`src/verilog/rfe_defines.svh`:
```
// Purpose: Offsets, bit positions, reset values and vectors of the
//          read and fill error logging block.
// Assumes: One aligned 32-bit word per register on APB.
// Notes:   Definitions only.
`ifndef RFE_DEFINES_SVH
`define RFE_DEFINES_SVH

`define RFE_ADDR_W 32
`define RFE_SYN_W 8
`define RFE_PC_W 32
`define RFE_PADDR_W 8

`define RFE_OFF_STATUS 8'h00
`define RFE_OFF_FADDR 8'h04
`define RFE_OFF_FSYN 8'h08
`define RFE_OFF_PCS 8'h0C
`define RFE_OFF_CTRL 8'h10
`define RFE_OFF_FRPC 8'h14
`define RFE_OFF_SVPC 8'h18

`define RFE_B_RDHERR 0
`define RFE_B_TPAR 1
`define RFE_B_TCPAR 2
`define RFE_B_CACK 3
`define RFE_B_ISTR 4
`define RFE_B_BUS_SEO 7
`define RFE_B_FILL_VAL 8
`define RFE_B_FILL_UNC 9
`define RFE_B_FILL_RD 10
`define RFE_B_FILL_SECOND_ERROR_FLAG 14
`define RFE_B_WR_LOST 20

`define RFE_B_PAGE_ENTRY_READ_ERROR_FLAG 0
`define RFE_B_PTE_WR 1
`define RFE_B_SVPC_OK 2

`define RFE_B_MCHK_EN 0
`define RFE_B_RETRY_EN 1
`define RFE_CTRL_RST 32'h00000003

`define RFE_HARD_IPL 5'h1D
`define RFE_HARD_VEC 8'h60
`define RFE_SOFT_IPL 5'h1A
`define RFE_SOFT_VEC 8'h54

`endif

```
`src/verilog/rfe_pkg.sv`:
```
// Purpose: Types shared by the error logging block and its helpers.
// Assumes: Widths come from rfe_defines.svh.
// Notes:   Structs carry one event with its details.
`include "rfe_defines.svh"

package rfe_pkg;

	typedef enum logic [2:0] {
		RFE_PTE_IDLE = 3'b001,
		RFE_PTE_PROBE = 3'b010,
		RFE_PTE_REPORT = 3'b100
	} rfe_pte_state_t;

	typedef enum logic [1:0] {
		RFE_OP_BLOCK_READ = 2'h0,
		RFE_OP_LOAD_LOCKED = 2'h1,
		RFE_OP_WRITE_MERGE = 2'h2
	} rfe_fill_op_t;

	typedef struct packed {
		logic [`RFE_ADDR_W-1:0] addr;
		logic [`RFE_SYN_W-1:0] synd;
		rfe_fill_op_t op;
		logic multibit;
	} rfe_fill_ev_t;

	typedef struct packed {
		logic cack;
		logic tpar;
		logic tcpar;
		logic istream;
		logic ownership;
	} rfe_rd_ev_t;

endpackage : rfe_pkg

```
`src/verilog/rfe_err_latch.sv`:
```
// Purpose: First-error capture with a second-error flag.
// Assumes: ev and clr are one-cycle pulses on CLK.
// Notes:   A new event beats a clear in the same cycle.
`timescale 1ns/1ns

module rfe_err_latch #(
	parameter int W = 8
) (
	input wire logic CLK,
	input wire logic RSTN,
	input wire logic ev,
	input wire logic [W-1:0] din,
	input wire logic clr,
	input wire logic clr_seo,
	output logic valid_ff,
	output logic seo_ff,
	output logic [W-1:0] data_ff
);

	logic armed;

	// A clear in the same cycle re-arms, so the new event is captured
	assign armed = !valid_ff || clr;

	always_ff @(posedge CLK) begin
		if (!RSTN)
			valid_ff <= 1'b0;
		else if (ev)
			valid_ff <= 1'b1;
		else if (clr)
			valid_ff <= 1'b0;
	end

	always_ff @(posedge CLK) begin
		if (!RSTN)
			data_ff <= '0;
		else if (ev && armed)
			data_ff <= din;
	end

	// Details of the later error are dropped; only its presence is kept
	always_ff @(posedge CLK) begin
		if (!RSTN)
			seo_ff <= 1'b0;
		else if (ev && !armed)
			seo_ff <= 1'b1;
		else if (clr_seo)
			seo_ff <= 1'b0;
	end

endmodule : rfe_err_latch

```
`src/verilog/rfe_mchk_arb.sv`:
```
// Purpose: Holds erroneous stream reads until the pipeline uses them.
// Assumes: Pipeline use strobes are one-cycle pulses.
// Notes:   A flush turns pending errors into soft-only reports.
`timescale 1ns/1ns

module rfe_mchk_arb (
	input wire logic CLK,
	input wire logic RSTN,
	input wire logic ev,
	input wire logic ev_istream,
	input wire logic ev_own,
	input wire logic i_dispatch,
	input wire logic i_operand,
	input wire logic d_operand,
	input wire logic err_data_ret,
	input wire logic flush,
	output logic hit
);

	logic i_pend_ff;
	logic d_pend_ff;
	logic own_pend_ff;
	logic done;

	assign hit = (i_pend_ff && (i_dispatch || i_operand)) ||
		(d_pend_ff && (d_operand || err_data_ret)) ||
		(own_pend_ff && d_operand);
	assign done = hit || flush;

	always_ff @(posedge CLK) begin
		if (!RSTN)
			i_pend_ff <= 1'b0;
		else if (ev && ev_istream)
			i_pend_ff <= 1'b1;
		else if (done)
			i_pend_ff <= 1'b0;
	end

	always_ff @(posedge CLK) begin
		if (!RSTN)
			d_pend_ff <= 1'b0;
		else if (ev && !ev_istream && !ev_own)
			d_pend_ff <= 1'b1;
		else if (done)
			d_pend_ff <= 1'b0;
	end

	always_ff @(posedge CLK) begin
		if (!RSTN)
			own_pend_ff <= 1'b0;
		else if (ev && !ev_istream && ev_own)
			own_pend_ff <= 1'b1;
		else if (done)
			own_pend_ff <= 1'b0;
	end

endmodule : rfe_mchk_arb

```
`src/verilog/rfe_error_log.sv`:
```
// Purpose: Read and fill error logging, machine check decision and
//          stack frame capture, with an APB register file.
// Assumes: All inputs synchronous to CLK; event inputs are pulses.
// Notes:   One wait state on every APB access.
`timescale 1ns/1ns
`include "rfe_defines.svh"

module rfe_error_log (
	input wire logic CLK,
	input wire logic RSTN,
	input wire logic PSEL,
	input wire logic PENABLE,
	input wire logic PWRITE,
	input wire logic [`RFE_PADDR_W-1:0] PADDR,
	input wire logic [31:0] PWDATA,
	output logic PREADY,
	output logic [31:0] PRDATA,
	output logic PSLVERR,
	input wire logic FILL_ERR,
	input wire rfe_pkg::rfe_fill_ev_t FILL_INFO,
	input wire logic READ_ERR,
	input wire rfe_pkg::rfe_rd_ev_t READ_INFO,
	input wire logic I_DISPATCH,
	input wire logic I_OPERAND,
	input wire logic D_OPERAND,
	input wire logic ERR_DATA_RETURN,
	input wire logic PIPE_FLUSH,
	input wire logic PTE_ERR,
	input wire logic PTE_REF_WRITE,
	input wire logic PTE_REF_EXEC,
	input wire logic PROBE_DONE,
	input wire logic PROBE_FAIL,
	input wire logic STRING_INSTR,
	input wire logic [`RFE_PC_W-1:0] CUR_PC,
	input wire logic [`RFE_PC_W-1:0] NEXT_PC,
	output logic MCHK,
	output logic ABORT_TB_MISS,
	output logic FORCE_MM_FAULT,
	output logic RESTART_ISTREAM,
	output logic [`RFE_PC_W-1:0] FRAME_PC,
	output logic [`RFE_PC_W-1:0] FRAME_SAVED_PC,
	output logic FRAME_SAVED_PC_VALID,
	output logic HARD_ERR_REQ,
	output logic SOFT_ERR_REQ,
	output logic [4:0] INT_IPL,
	output logic [7:0] INT_VEC
);

	localparam int FW = $bits(rfe_pkg::rfe_fill_ev_t);
	localparam int RW = $bits(rfe_pkg::rfe_rd_ev_t);

	rfe_pkg::rfe_pte_state_t pte_ff;
	rfe_pkg::rfe_pte_state_t nxt_pte;
	rfe_pkg::rfe_fill_ev_t fill_q;
	rfe_pkg::rfe_rd_ev_t rd_q;
	logic [FW-1:0] fill_raw;
	logic [RW-1:0] rd_raw;
	logic fill_val;
	logic fill_second_error_flag;
	logic rd_val;
	logic rd_seo;
	logic fill_unc;
	logic fill_rd;
	logic wr_lost_ff;
	logic page_entry_read_error_flag_ff;
	logic pte_wr_ff;
	logic [31:0] ctrl_ff;
	logic pready_ff;
	logic [31:0] prdata_ff;
	logic pslverr_ff;
	logic wr_en;
	logic rd_en;
	logic [31:0] status;
	logic [31:0] pcs;
	logic [31:0] rdata;
	logic mapped;
	logic stream_hit;
	logic pte_mchk;
	logic mchk_en;
	logic retry_en;
	logic clr_fill;
	logic clr_fill_second_error_flag;
	logic clr_rd;
	logic clr_rd_seo;
	logic clr_wr_lost;
	logic clr_page_entry_read_error_flag;
	logic clr_pte_wr;
	logic pte_str_ff;
	logic mchk_ff;
	logic abort_ff;
	logic force_ff;
	logic restart_ff;
	logic [`RFE_PC_W-1:0] frame_pc_ff;
	logic [`RFE_PC_W-1:0] frame_svpc_ff;
	logic frame_ok_ff;
	logic hard_ff;
	logic soft_ff;
	logic [4:0] ipl_ff;
	logic [7:0] vec_ff;
	logic hard_cond;
	logic soft_cond;

	// APB: access completes one cycle after the access phase starts
	assign wr_en = PSEL && PENABLE && pready_ff && PWRITE;
	assign rd_en = PSEL && PENABLE && !pready_ff && !PWRITE;
	assign mchk_en = ctrl_ff[`RFE_B_MCHK_EN];
	assign retry_en = ctrl_ff[`RFE_B_RETRY_EN];

	// Status clears are write-one-to-clear
	assign clr_fill = wr_en && PADDR == `RFE_OFF_STATUS &&
		PWDATA[`RFE_B_FILL_VAL];
	assign clr_fill_second_error_flag = wr_en && PADDR == `RFE_OFF_STATUS &&
		PWDATA[`RFE_B_FILL_SECOND_ERROR_FLAG];
	assign clr_rd = wr_en && PADDR == `RFE_OFF_STATUS &&
		PWDATA[`RFE_B_RDHERR];
	assign clr_rd_seo = wr_en && PADDR == `RFE_OFF_STATUS &&
		PWDATA[`RFE_B_BUS_SEO];
	assign clr_wr_lost = wr_en && PADDR == `RFE_OFF_STATUS &&
		PWDATA[`RFE_B_WR_LOST];
	assign clr_page_entry_read_error_flag = wr_en && PADDR == `RFE_OFF_PCS &&
		PWDATA[`RFE_B_PAGE_ENTRY_READ_ERROR_FLAG];
	assign clr_pte_wr = wr_en && PADDR == `RFE_OFF_PCS &&
		PWDATA[`RFE_B_PTE_WR];

	assign fill_raw = FILL_INFO;
	assign rd_raw = READ_INFO;

	rfe_err_latch #(
		.W(FW)
	) u_fill (
		.CLK(CLK),
		.RSTN(RSTN),
		.ev(FILL_ERR),
		.din(fill_raw),
		.clr(clr_fill),
		.clr_seo(clr_fill_second_error_flag),
		.valid_ff(fill_val),
		.seo_ff(fill_second_error_flag),
		.data_ff(fill_q)
	);

	rfe_err_latch #(
		.W(RW)
	) u_read (
		.CLK(CLK),
		.RSTN(RSTN),
		.ev(READ_ERR),
		.din(rd_raw),
		.clr(clr_rd),
		.clr_seo(clr_rd_seo),
		.valid_ff(rd_val),
		.seo_ff(rd_seo),
		.data_ff(rd_q)
	);

	rfe_mchk_arb u_arb (
		.CLK(CLK),
		.RSTN(RSTN),
		.ev(READ_ERR),
		.ev_istream(READ_INFO.istream),
		.ev_own(READ_INFO.ownership),
		.i_dispatch(I_DISPATCH),
		.i_operand(I_OPERAND),
		.d_operand(D_OPERAND),
		.err_data_ret(ERR_DATA_RETURN),
		.flush(PIPE_FLUSH),
		.hit(stream_hit)
	);

	// Any multiple-bit fill error is uncorrectable, whatever the op
	assign fill_unc = fill_q.multibit;
	assign fill_rd = fill_q.op != rfe_pkg::RFE_OP_WRITE_MERGE;

	// Merged write data is gone once its fill fails
	always_ff @(posedge CLK) begin
		if (!RSTN)
			wr_lost_ff <= 1'b0;
		else if (FILL_ERR &&
			FILL_INFO.op == rfe_pkg::RFE_OP_WRITE_MERGE)
			wr_lost_ff <= 1'b1;
		else if (clr_wr_lost)
			wr_lost_ff <= 1'b0;
	end

	always_ff @(posedge CLK) begin
		if (!RSTN)
			page_entry_read_error_flag_ff <= 1'b0;
		else if (PTE_ERR)
			page_entry_read_error_flag_ff <= 1'b1;
		else if (clr_page_entry_read_error_flag)
			page_entry_read_error_flag_ff <= 1'b0;
	end

	always_ff @(posedge CLK) begin
		if (!RSTN)
			pte_wr_ff <= 1'b0;
		else if (PTE_ERR && PTE_REF_WRITE)
			pte_wr_ff <= 1'b1;
		else if (clr_pte_wr)
			pte_wr_ff <= 1'b0;
	end

	always_ff @(posedge CLK) begin
		if (!RSTN)
			ctrl_ff <= `RFE_CTRL_RST;
		else if (wr_en && PADDR == `RFE_OFF_CTRL)
			ctrl_ff <= PWDATA & 32'h00000003;
	end

	// Page entry error sequence for execution-unit references
	always_comb begin
		nxt_pte = pte_ff;
		case (pte_ff)
			rfe_pkg::RFE_PTE_IDLE: begin
				if (PTE_ERR && PTE_REF_EXEC)
					nxt_pte = retry_en ? rfe_pkg::RFE_PTE_PROBE :
						rfe_pkg::RFE_PTE_REPORT;
			end
			rfe_pkg::RFE_PTE_PROBE: begin
				if (PROBE_DONE)
					nxt_pte = PROBE_FAIL ? rfe_pkg::RFE_PTE_REPORT :
						rfe_pkg::RFE_PTE_IDLE;
			end
			rfe_pkg::RFE_PTE_REPORT: begin
				nxt_pte = rfe_pkg::RFE_PTE_IDLE;
			end
			default: begin
				nxt_pte = rfe_pkg::RFE_PTE_IDLE;
			end
		endcase
	end

	always_ff @(posedge CLK) begin
		if (!RSTN)
			pte_ff <= rfe_pkg::RFE_PTE_IDLE;
		else
			pte_ff <= nxt_pte;
	end

	// String instruction status is taken with the original error
	always_ff @(posedge CLK) begin
		if (!RSTN)
			pte_str_ff <= 1'b0;
		else if (PTE_ERR && pte_ff == rfe_pkg::RFE_PTE_IDLE)
			pte_str_ff <= STRING_INSTR && PTE_REF_EXEC;
	end

	assign pte_mchk = pte_ff == rfe_pkg::RFE_PTE_REPORT;

	always_ff @(posedge CLK) begin
		if (!RSTN)
			abort_ff <= 1'b0;
		else
			abort_ff <= PTE_ERR;
	end

	always_ff @(posedge CLK) begin
		if (!RSTN)
			force_ff <= 1'b0;
		else
			force_ff <= pte_ff == rfe_pkg::RFE_PTE_IDLE && PTE_ERR &&
				PTE_REF_EXEC && retry_en;
	end

	always_ff @(posedge CLK) begin
		if (!RSTN)
			restart_ff <= 1'b0;
		else
			restart_ff <= pte_ff == rfe_pkg::RFE_PTE_PROBE &&
				PROBE_DONE && !PROBE_FAIL;
	end

	// Disabled machine checks leave the soft report as the only notice
	always_ff @(posedge CLK) begin
		if (!RSTN)
			mchk_ff <= 1'b0;
		else
			mchk_ff <= mchk_en && (stream_hit || pte_mchk);
	end

	// Stack frame values taken at the machine check
	always_ff @(posedge CLK) begin
		if (!RSTN) begin
			frame_pc_ff <= '0;
			frame_svpc_ff <= '0;
			frame_ok_ff <= 1'b0;
		end else if (mchk_en && pte_mchk && pte_str_ff) begin
			frame_pc_ff <= NEXT_PC;
			frame_svpc_ff <= CUR_PC;
			frame_ok_ff <= 1'b1;
		end else if (mchk_en && (stream_hit || pte_mchk)) begin
			frame_pc_ff <= CUR_PC;
			frame_svpc_ff <= '0;
			frame_ok_ff <= 1'b0;
		end
	end

	// Interrupt requests follow the held flags
	assign hard_cond = wr_lost_ff ||
		(fill_val && fill_unc);
	assign soft_cond = rd_val || rd_seo || fill_second_error_flag || page_entry_read_error_flag_ff ||
		(fill_val && !fill_unc);

	always_ff @(posedge CLK) begin
		if (!RSTN) begin
			hard_ff <= 1'b0;
			soft_ff <= 1'b0;
			ipl_ff <= 5'h00;
			vec_ff <= 8'h00;
		end else begin
			hard_ff <= hard_cond;
			soft_ff <= soft_cond;
			if (hard_cond) begin
				ipl_ff <= `RFE_HARD_IPL;
				vec_ff <= `RFE_HARD_VEC;
			end else if (soft_cond) begin
				ipl_ff <= `RFE_SOFT_IPL;
				vec_ff <= `RFE_SOFT_VEC;
			end else begin
				ipl_ff <= 5'h00;
				vec_ff <= 8'h00;
			end
		end
	end

	// Read side of the register file
	always_comb begin
		status = 32'h00000000;
		status[`RFE_B_RDHERR] = rd_val;
		status[`RFE_B_TPAR] = rd_val && rd_q.tpar;
		status[`RFE_B_TCPAR] = rd_val && rd_q.tcpar;
		status[`RFE_B_CACK] = rd_val && rd_q.cack;
		status[`RFE_B_ISTR] = rd_val && rd_q.istream;
		status[`RFE_B_BUS_SEO] = rd_seo;
		status[`RFE_B_FILL_VAL] = fill_val;
		status[`RFE_B_FILL_UNC] = fill_val && fill_unc;
		status[`RFE_B_FILL_RD] = fill_val && fill_rd;
		status[`RFE_B_FILL_SECOND_ERROR_FLAG] = fill_second_error_flag;
		status[`RFE_B_WR_LOST] = wr_lost_ff;
		pcs = 32'h00000000;
		pcs[`RFE_B_PAGE_ENTRY_READ_ERROR_FLAG] = page_entry_read_error_flag_ff;
		pcs[`RFE_B_PTE_WR] = pte_wr_ff;
		pcs[`RFE_B_SVPC_OK] = frame_ok_ff;
		mapped = 1'b1;
		case (PADDR)
			`RFE_OFF_STATUS: rdata = status;
			`RFE_OFF_FADDR: rdata = fill_q.addr;
			`RFE_OFF_FSYN: rdata = {24'h000000, fill_q.synd};
			`RFE_OFF_PCS: rdata = pcs;
			`RFE_OFF_CTRL: rdata = ctrl_ff;
			`RFE_OFF_FRPC: rdata = frame_pc_ff;
			`RFE_OFF_SVPC: rdata = frame_svpc_ff;
			default: begin
				rdata = 32'h00000000;
				mapped = 1'b0;
			end
		endcase
	end

	always_ff @(posedge CLK) begin
		if (!RSTN)
			pready_ff <= 1'b0;
		else
			pready_ff <= PSEL && PENABLE && !pready_ff;
	end

	always_ff @(posedge CLK) begin
		if (!RSTN) begin
			prdata_ff <= 32'h00000000;
			pslverr_ff <= 1'b0;
		end else if (PSEL && PENABLE && !pready_ff) begin
			prdata_ff <= rd_en ? rdata : 32'h00000000;
			pslverr_ff <= !mapped;
		end else begin
			pslverr_ff <= 1'b0;
		end
	end

	assign PREADY = pready_ff;
	assign PRDATA = prdata_ff;
	assign PSLVERR = pslverr_ff;
	assign MCHK = mchk_ff;
	assign ABORT_TB_MISS = abort_ff;
	assign FORCE_MM_FAULT = force_ff;
	assign RESTART_ISTREAM = restart_ff;
	assign FRAME_PC = frame_pc_ff;
	assign FRAME_SAVED_PC = frame_svpc_ff;
	assign FRAME_SAVED_PC_VALID = frame_ok_ff;
	assign HARD_ERR_REQ = hard_ff;
	assign SOFT_ERR_REQ = soft_ff;
	assign INT_IPL = ipl_ff;
	assign INT_VEC = vec_ff;

endmodule : rfe_error_log

```
`config.mk`:
```
export PLATFORM = sky130hd
export DESIGN_NAME = rfe_error_log
export DESIGN_NICKNAME = d
export VERILOG_FILES = /design/src/verilog/rfe_pkg.sv /design/src/verilog/rfe_err_latch.sv /design/src/verilog/rfe_mchk_arb.sv /design/src/verilog/rfe_error_log.sv
export VERILOG_INCLUDE_DIRS = /design/src /design/src/verilog
export SDC_FILE = /design/constraint.sdc
export NUM_CORES = 1
export LEC_CHECK = 0
export BUFFER_PORTS_ARGS = -buffer_cell sky130_fd_sc_hd__buf_4
export CAP_MARGIN = 20
export CORE_ASPECT_RATIO = 0.7
export CORE_MARGIN = 4
export CORE_UTILIZATION = 50
export CTS_BUF_LIST = sky130_fd_sc_hd__clkbuf_4
export CTS_CLUSTER_SIZE = 25
export DETAILED_ROUTE_END_ITERATION = 7
export GPL_TIMING_DRIVEN = 0
export PLACE_DENSITY = 0.82
export SLEW_MARGIN = 0
export SYNTH_ARGS = -nofsm -noshare
export SYNTH_HDL_FRONTEND = slang
export SYNTH_SLANG_ARGS = --single-unit
```
`constraint.sdc`:
```
create_clock -name CLK -period 2.3 [get_ports CLK]
set_input_delay 0.23 -clock CLK [delete_from_list [all_inputs] [get_ports CLK]]
set_output_delay 0.23 -clock CLK [all_outputs]
set_load 0.01 [all_outputs]
```
Word level (Yosys, flattened, before mapping)

Index checks and enable logic that the tools add are counted.

Register bits: 182
Bits of input ports: 170
Output and inout port bits: 118
Word-level logic and storage cells: 166

Equality and inequality tests: 13
Muxes and demuxes: 36
Bitwise operators: 1
Reductions and logical operators: 85

Operators by type and width:

| kind                                           | number |
|---|---|
| one-hot mux 32 bit (7 select lines)            | 1 |
| two-way mux 32 bit                             | 5 |
| logical AND 1 bit                              | 45 |
| == test 8 x 5 -> 1 bit (second input constant) | 3 |
| nonzero test 2 bit                             | 11 |
| two-way mux 1 bit                              | 21 |
| == test 8 x 4 -> 1 bit (second input constant) | 2 |
| two-way mux 7 bit                              | 2 |
| logical OR 1 bit                               | 13 |
| two-way mux 3 bit                              | 4 |
| logical NOT 1 bit                              | 11 |
| two-way mux 5 bit                              | 2 |
| == test 8 x 3 -> 1 bit (second input constant) | 1 |
| logical NOT 8 bit                              | 1 |
| OR reduction 7 bit                             | 1 |
| != test 2 bit (second input constant)          | 3 |
| one-hot mux 3 bit (2 select lines)             | 1 |
| AND reduction 2 bit                            | 2 |
| == test 3 x 1 -> 1 bit (second input constant) | 1 |
| == test 3 x 2 -> 1 bit (second input constant) | 1 |
| == test 3 bit (second input constant)          | 1 |
| == test 2 bit (second input constant)          | 1 |
| OR reduction 2 bit                             | 1 |
| inverter 1 bit                                 | 1 |

Depth between registers and ports, before layout

Depth after elaboration: 9
Gate-level depth with buffers: 7
Mapped depth without buffers: 4

By module

From an unflattened synthesis, not the netlist that was laid out.

Cell total of the unflattened synthesis: 845
Area total of the unflattened synthesis: 7709.9 µm²

Modules (own cells, without submodules):

| module                 | times used | cells an instance | area an instance (µm²) |
|---|---|---|---|
| rfe_error_log          | 1          | 603               | 5412.7 |
| rfe_err_latch (u_fill) | 1          | 195               | 1851.8 |
| rfe_err_latch (u_read) | 1          | 30                | 291.5 |
| rfe_mchk_arb           | 1          | 17                | 153.9 |

Worst setup path before layout

Ideal clock, no wire load.

Path type: input to register
From: input port PADDR[2]
To: register u_read.data_ff[1]
Arrival: 1.617 ns
Required time: 2.172 ns
Setup slack: 0.555 ns
Cell stages on the path: 5
Buffers on the path: 1
Path through: buf_2 -> or4_4 -> o41ai_4 -> mux2i_1 -> nor2_1

Cells in the longest elaborated chain, start to end: 5

RTL lines:

| what                               | line                 | text |
|---|---|---|
| from (decl)                        | rfe_error_log.sv:14  | `` input wire logic [`RFE_PADDR_W-1:0] PADDR, `` |
| logical NOT 8 bit                  | n/a                  |  |
| logical AND 1 bit (no source line) | n/a                  |  |
| logical AND 1 bit                  | rfe_error_log.sv:114 | `` assign clr_rd = wr_en && PADDR == `RFE_OFF_STATUS && `` |
| logical OR 1 bit                   | rfe_err_latch.sv:23  | `assign armed = !valid_ff \|\| clr;` |
| logical AND 1 bit                  | rfe_err_latch.sv:37  | `else if (ev && armed)` |
| to (signal assigned)               | rfe_err_latch.sv:38  | `data_ff <= din;` |
| to (decl)                          | rfe_err_latch.sv:17  | `output logic [W-1:0] data_ff` |

No other way between the ends.
A chain may end at the register's enable or synchronous reset.

Final worst setup path

From: register pready_ff (netlist: PREADY)
To: register prdata_ff[5] (netlist: PRDATA[5])

Cells in the longest elaborated chain, start to end: 4

RTL lines:

| what                   | line                                       | text |
|---|---|---|
| from (decl)            | rfe_error_log.sv:68                        | `logic pready_ff;` |
| from (signal assigned) | rfe_error_log.sv:364                       | `pready_ff <= PSEL && PENABLE && !pready_ff;` |
| logical NOT 1 bit (*)  | rfe_error_log.sv:105, rfe_error_log.sv:371 |  |
| logical AND 1 bit (*)  | rfe_error_log.sv:105, rfe_error_log.sv:371 |  |
| logical AND 1 bit      | rfe_error_log.sv:105                       | `assign rd_en = PSEL && PENABLE && !pready_ff && !PWRITE;` |
| two-way mux 32 bit     | rfe_error_log.sv:372                       | `prdata_ff <= rd_en ? rdata : 32'h00000000;` |
| to (signal assigned)   | rfe_error_log.sv:372                       |  |
| to (decl)              | rfe_error_log.sv:69                        | `logic [31:0] prdata_ff;` |

Every way passes the cells marked *; elsewhere a longest branch is shown, timed or not.

==> flow_summary.yaml <==
clock_network:
  clockRootBuffer: "clkbuf_4"
  htree_levels: 4
  cts.sinks: 170
  cts.clk_slew.worst_paths_ns: 0.16
  cts_tree: "yes"
  cts_buffers: 17
  cts_max_path_buffers: 2
  clock_latency_ns: 0.54
timing:
  drv_slew: 0
  slew_headroom: 0.415
  rsz0062_at_grt: "no"
  finalCritPeriodShare: 0.987
  tightest_slew_ns: 0.871
  whs_ns: 0.0225
  finalClockSkew_ns: 0.0200
  finalCriticalPeriod_ns: 2.27
  timing.fmax_mhz: 440
  setup_viol: 0
  hold_viol: 0
placed_design:
  place_inst: 1243
  portBuffers: 254
  place.gp.congestion: 0.921
  hpwl_um: 19800
layout:
  nets: 1334
  finalNonFillerCells: 1368
  area_delta_synth_final_pct: 46.8
  fillers: 1029
  drive_gt1_frac: 0.291
route:
  viasPerCell: 5.77
  post_drt_wl_per_cell_um: 20.2
  firstDrtPassIters: 6
  finalWirelength_um: 27700
  dr.first_iter.drc_count: 794
  drc: 0
  vias: 7890
  ant_nets: 0
power:
  power_frac_comb: 0.185
  p_int_mw: 4.08
  seq_power_share: 0.540
  p_clk_frac: 0.275
  leakage_nw: 4.45
  peakVddDrop_v: 0.000294
  switching_power_mw: 1.80
  switching_share: 0.306
  power_density_nw_per_um2: 557
worst_setup_path:
  critPathLaunchType: "register"
  timing.rr.start: "PREADY$_SDFF_PN0_"
  worstPathMaxFanout: 9
  crit_buf_inv: 0
  crit_chain: "nand3b_1 -> nor4_2 -> nor3b_1 -> o21a_1"
  cp_slowest_cell: "nor4_2"
  cp_num_cells: 4
  r2r_cells: 4
  worstPathArrival_ns: 2.77
  crit_path_max_incr_delay_ns: 0.78
  cp_data_required_time_ns: 2.79
  r2r_end: "PRDATA[5]$_SDFFE_PN0P_"
  cpLargestDelayFamily: "simple AND/OR/NAND/NOR gates"
  rrSetupSlack_ns: 0.03
  setup.worst_path.end_class: "register"
  critPathKind: "register to register"
synthesis:
  postSynthAreaPerCell_um2: 9.04
  ys_types: 60
  yosysTopAreaCellShare: 0.473
  synth_area_leaders: "dfxtp_1, a22o_1, nand2_1, mux2i_1, a21oi_1"
  yosysSeqAreaShare: 0.473
  synth_top_area_cell: "dfxtp_1"
  synth_edf_count: 0
  ys_seq_elements: 170
  synthFlopType: "dfxtp_1"
  syn-cell-area_um2: 7200
  synth_cells: 796
  ys_warn_count: 0
  synthArstFlopShare: 0
hold_path:
  hold_start: "NEXT_PC[21]"
  hold_depth: 3
  min_path_type: "input pin to register"
  whs_endpoint: "FRAME_PC[21]$_SDFFE_PN0P_"
floorplanning:
  dieWidth_um: 151
  die_y_um: 108
  start_util: 0.514
  pin_count: 288
  die_area_um2: 16400
  rows: 36
  core_um2: 14000
global_routing:
  grtUsageTotal: 0.328
  antenna_found_initial: 0
  grt_max_degree: 17
  overflow: 0
  grt_pass1_vias: 7647
  grt_pass1_wl_um: 41500
run_status:
  status: "finished clean"
flow_run:
  maxCapViolCount: 0
==> tightest hold or removal path, delay by kind of cell <==
| family | cells | cell delay [ns] |
|---|---|---|
| mux | 1 | 0.12 |
| buf+inv | 1 | 0.11 |
| compound gates | 1 | 0.08 |
==> through the flow <==
stage | setup TNS [ns] | setup WS (ns) | instance area, um^2 | total power [mW] | utilization
final | 0 | 0.0295 | 10600 | 5.89 | 0.754
after detailed placement | -8.32 | -0.354 | 9350 | 4.16 | 0.668
after CTS | 0 | 0.0436 | 10500 | 5.83 | 0.752
after global routing | 0 | 0.00864 | 10600 | 6.10 | 0.754
after global placement | -6.36 | -0.270 | 9350 | 4.14 | 0.668
after floorplan | 0 | 0.555 | 7210 | 3.66 | -
==> per-layer routing <==
metal / global-route usage / vias to the layer above / share of wire
li1: - / 3606 / -
met5: 0 / - / 0
met2: 0.507 / 559 / 0.44
met3: 0.0892 / 81 / 0.13
met1: 0.447 / 3644 / 0.40
met4: 0.106 / 0 / 0.028
==> registers in the layout, indices dropped and copies added (netlist names), 2 cells and up <==
signal	count
pte_ff	3
FRAME_PC	32
u_fill.data_ff	43
PRDATA	32
INT_IPL	2
ctrl_ff	2
FRAME_SAVED_PC	32
u_read.data_ff	4
==> cells in the final DEF, fill, tap and decap left out, types with 4 or more instances in the layout <==
cell type,n
a211oi_1,32
a21o_1,4
a21oi_1,54
a221oi_1,4
a22o_1,58
a22oi_1,30
and2_1,9
buf_2,16
buf_4,271
clkbuf_1,33
clkbuf_2,6
clkbuf_4,18
conb_1,4
dfxtp_1,170
dlygate4sd3_1,92
inv_1,12
inv_6,4
mux2_2,5
mux2i_1,41
nand2_1,124
nand2b_1,5
nand3_1,6
nand3b_1,5
nand4_1,5
nor2_1,55
nor2b_1,5
nor4_1,6
o21ai_0,31
==> power by group through the flow <==
stage / clock network (mW) / logic, mW / registers, mW
2_1_floorplan: 0 / 0.422 / 3.23
5_1_grt: 1.74 / 1.16 / 3.19
3_5_place_dp: 0 / 0.920 / 3.24
6_report: 1.62 / 1.09 / 3.18
3_3_place_gp: 0 / 0.903 / 3.23
4_1_cts: 1.61 / 1.05 / 3.17
==> what timing repair did <==
item	4_1_cts	5_1_grt
setup endpoints to repair	16	21
hold buffers	91	1
setup buffers	0	0
resized for setup	4	9
endpoints found under the hold margin	96	1
==> synth_stat cells (3+ instances only) <==
library cell	number
buf_4	16
o21ai_1	3
a32oi_1	3
a22o_1	58
a21oi_1	54
a211oi_1	32
mux2i_1	41
o22a_1	3
nor4_1	7
and2_1	9
buf_2	17
clkbuf_1	37
a21o_1	4
nor2b_1	5
and3_1	3
dfxtp_1	170
nor2_1	55
nor3b_1	3
a22oi_1	30
inv_1	12
nand4_1	5
mux2_2	5
o21a_1	3
nand3_1	6
nand2b_1	5
nand2_1	124
a221oi_1	4
o21ai_0	31
nand3b_1	5
a41oi_1	4
==> area by class of cell <==
class	instances	area, um^2	share of cell area
Antenna cell	1	2.50	0.000237
Buffer	74	369	0.0349
Clock buffer	18	135	0.0128
Clock inverter	14	114	0.0108
Inverter	12	45.0	0.00426
Multi-Input combinational cell	543	3430	0.325
Sequential cell	170	3400	0.322
Tap cell	190	238	0.0225
Timing Repair Buffer	346	2830	0.268
==> kinds of logic (layout without fill, tap and decap cells) <==
family          after synthesis  count (layout)  synth area share
flops                       170             170             0.473
mux                          46              46            0.0648
other cells                   1               5          0.000521
simple gates                246             246             0.159
buf+inv                      86             464            0.0565
compound gates              247             247             0.246
==> how the worst max path moves through the flow <==
| stage | slack, ns | to | start |
|---|---|---|---|
| final | 0.03 | PRDATA[5]$_SDFFE_PN0P_ | PREADY$_SDFF_PN0_ |
| after global routing | 0.009 | PRDATA[5]$_SDFFE_PN0P_ | PREADY$_SDFF_PN0_ |
| after CTS | 0.04 | FRAME_PC[24]$_SDFFE_PN0P_ | pte_ff[2]$_SDFFE_PN0P_ |
| after detailed placement | -0.35 | FRAME_SAVED_PC[25]$_SDFFE_PN0P_ | RSTN |
| after global placement | -0.27 | FRAME_SAVED_PC[28]$_SDFFE_PN0P_ | RSTN |
| after floorplan | 0.55 | u_read.data_ff[1]$_SDFFE_PN0P_ | PADDR[2] |
No activity file was read; power rests on OpenSTA's default activity.
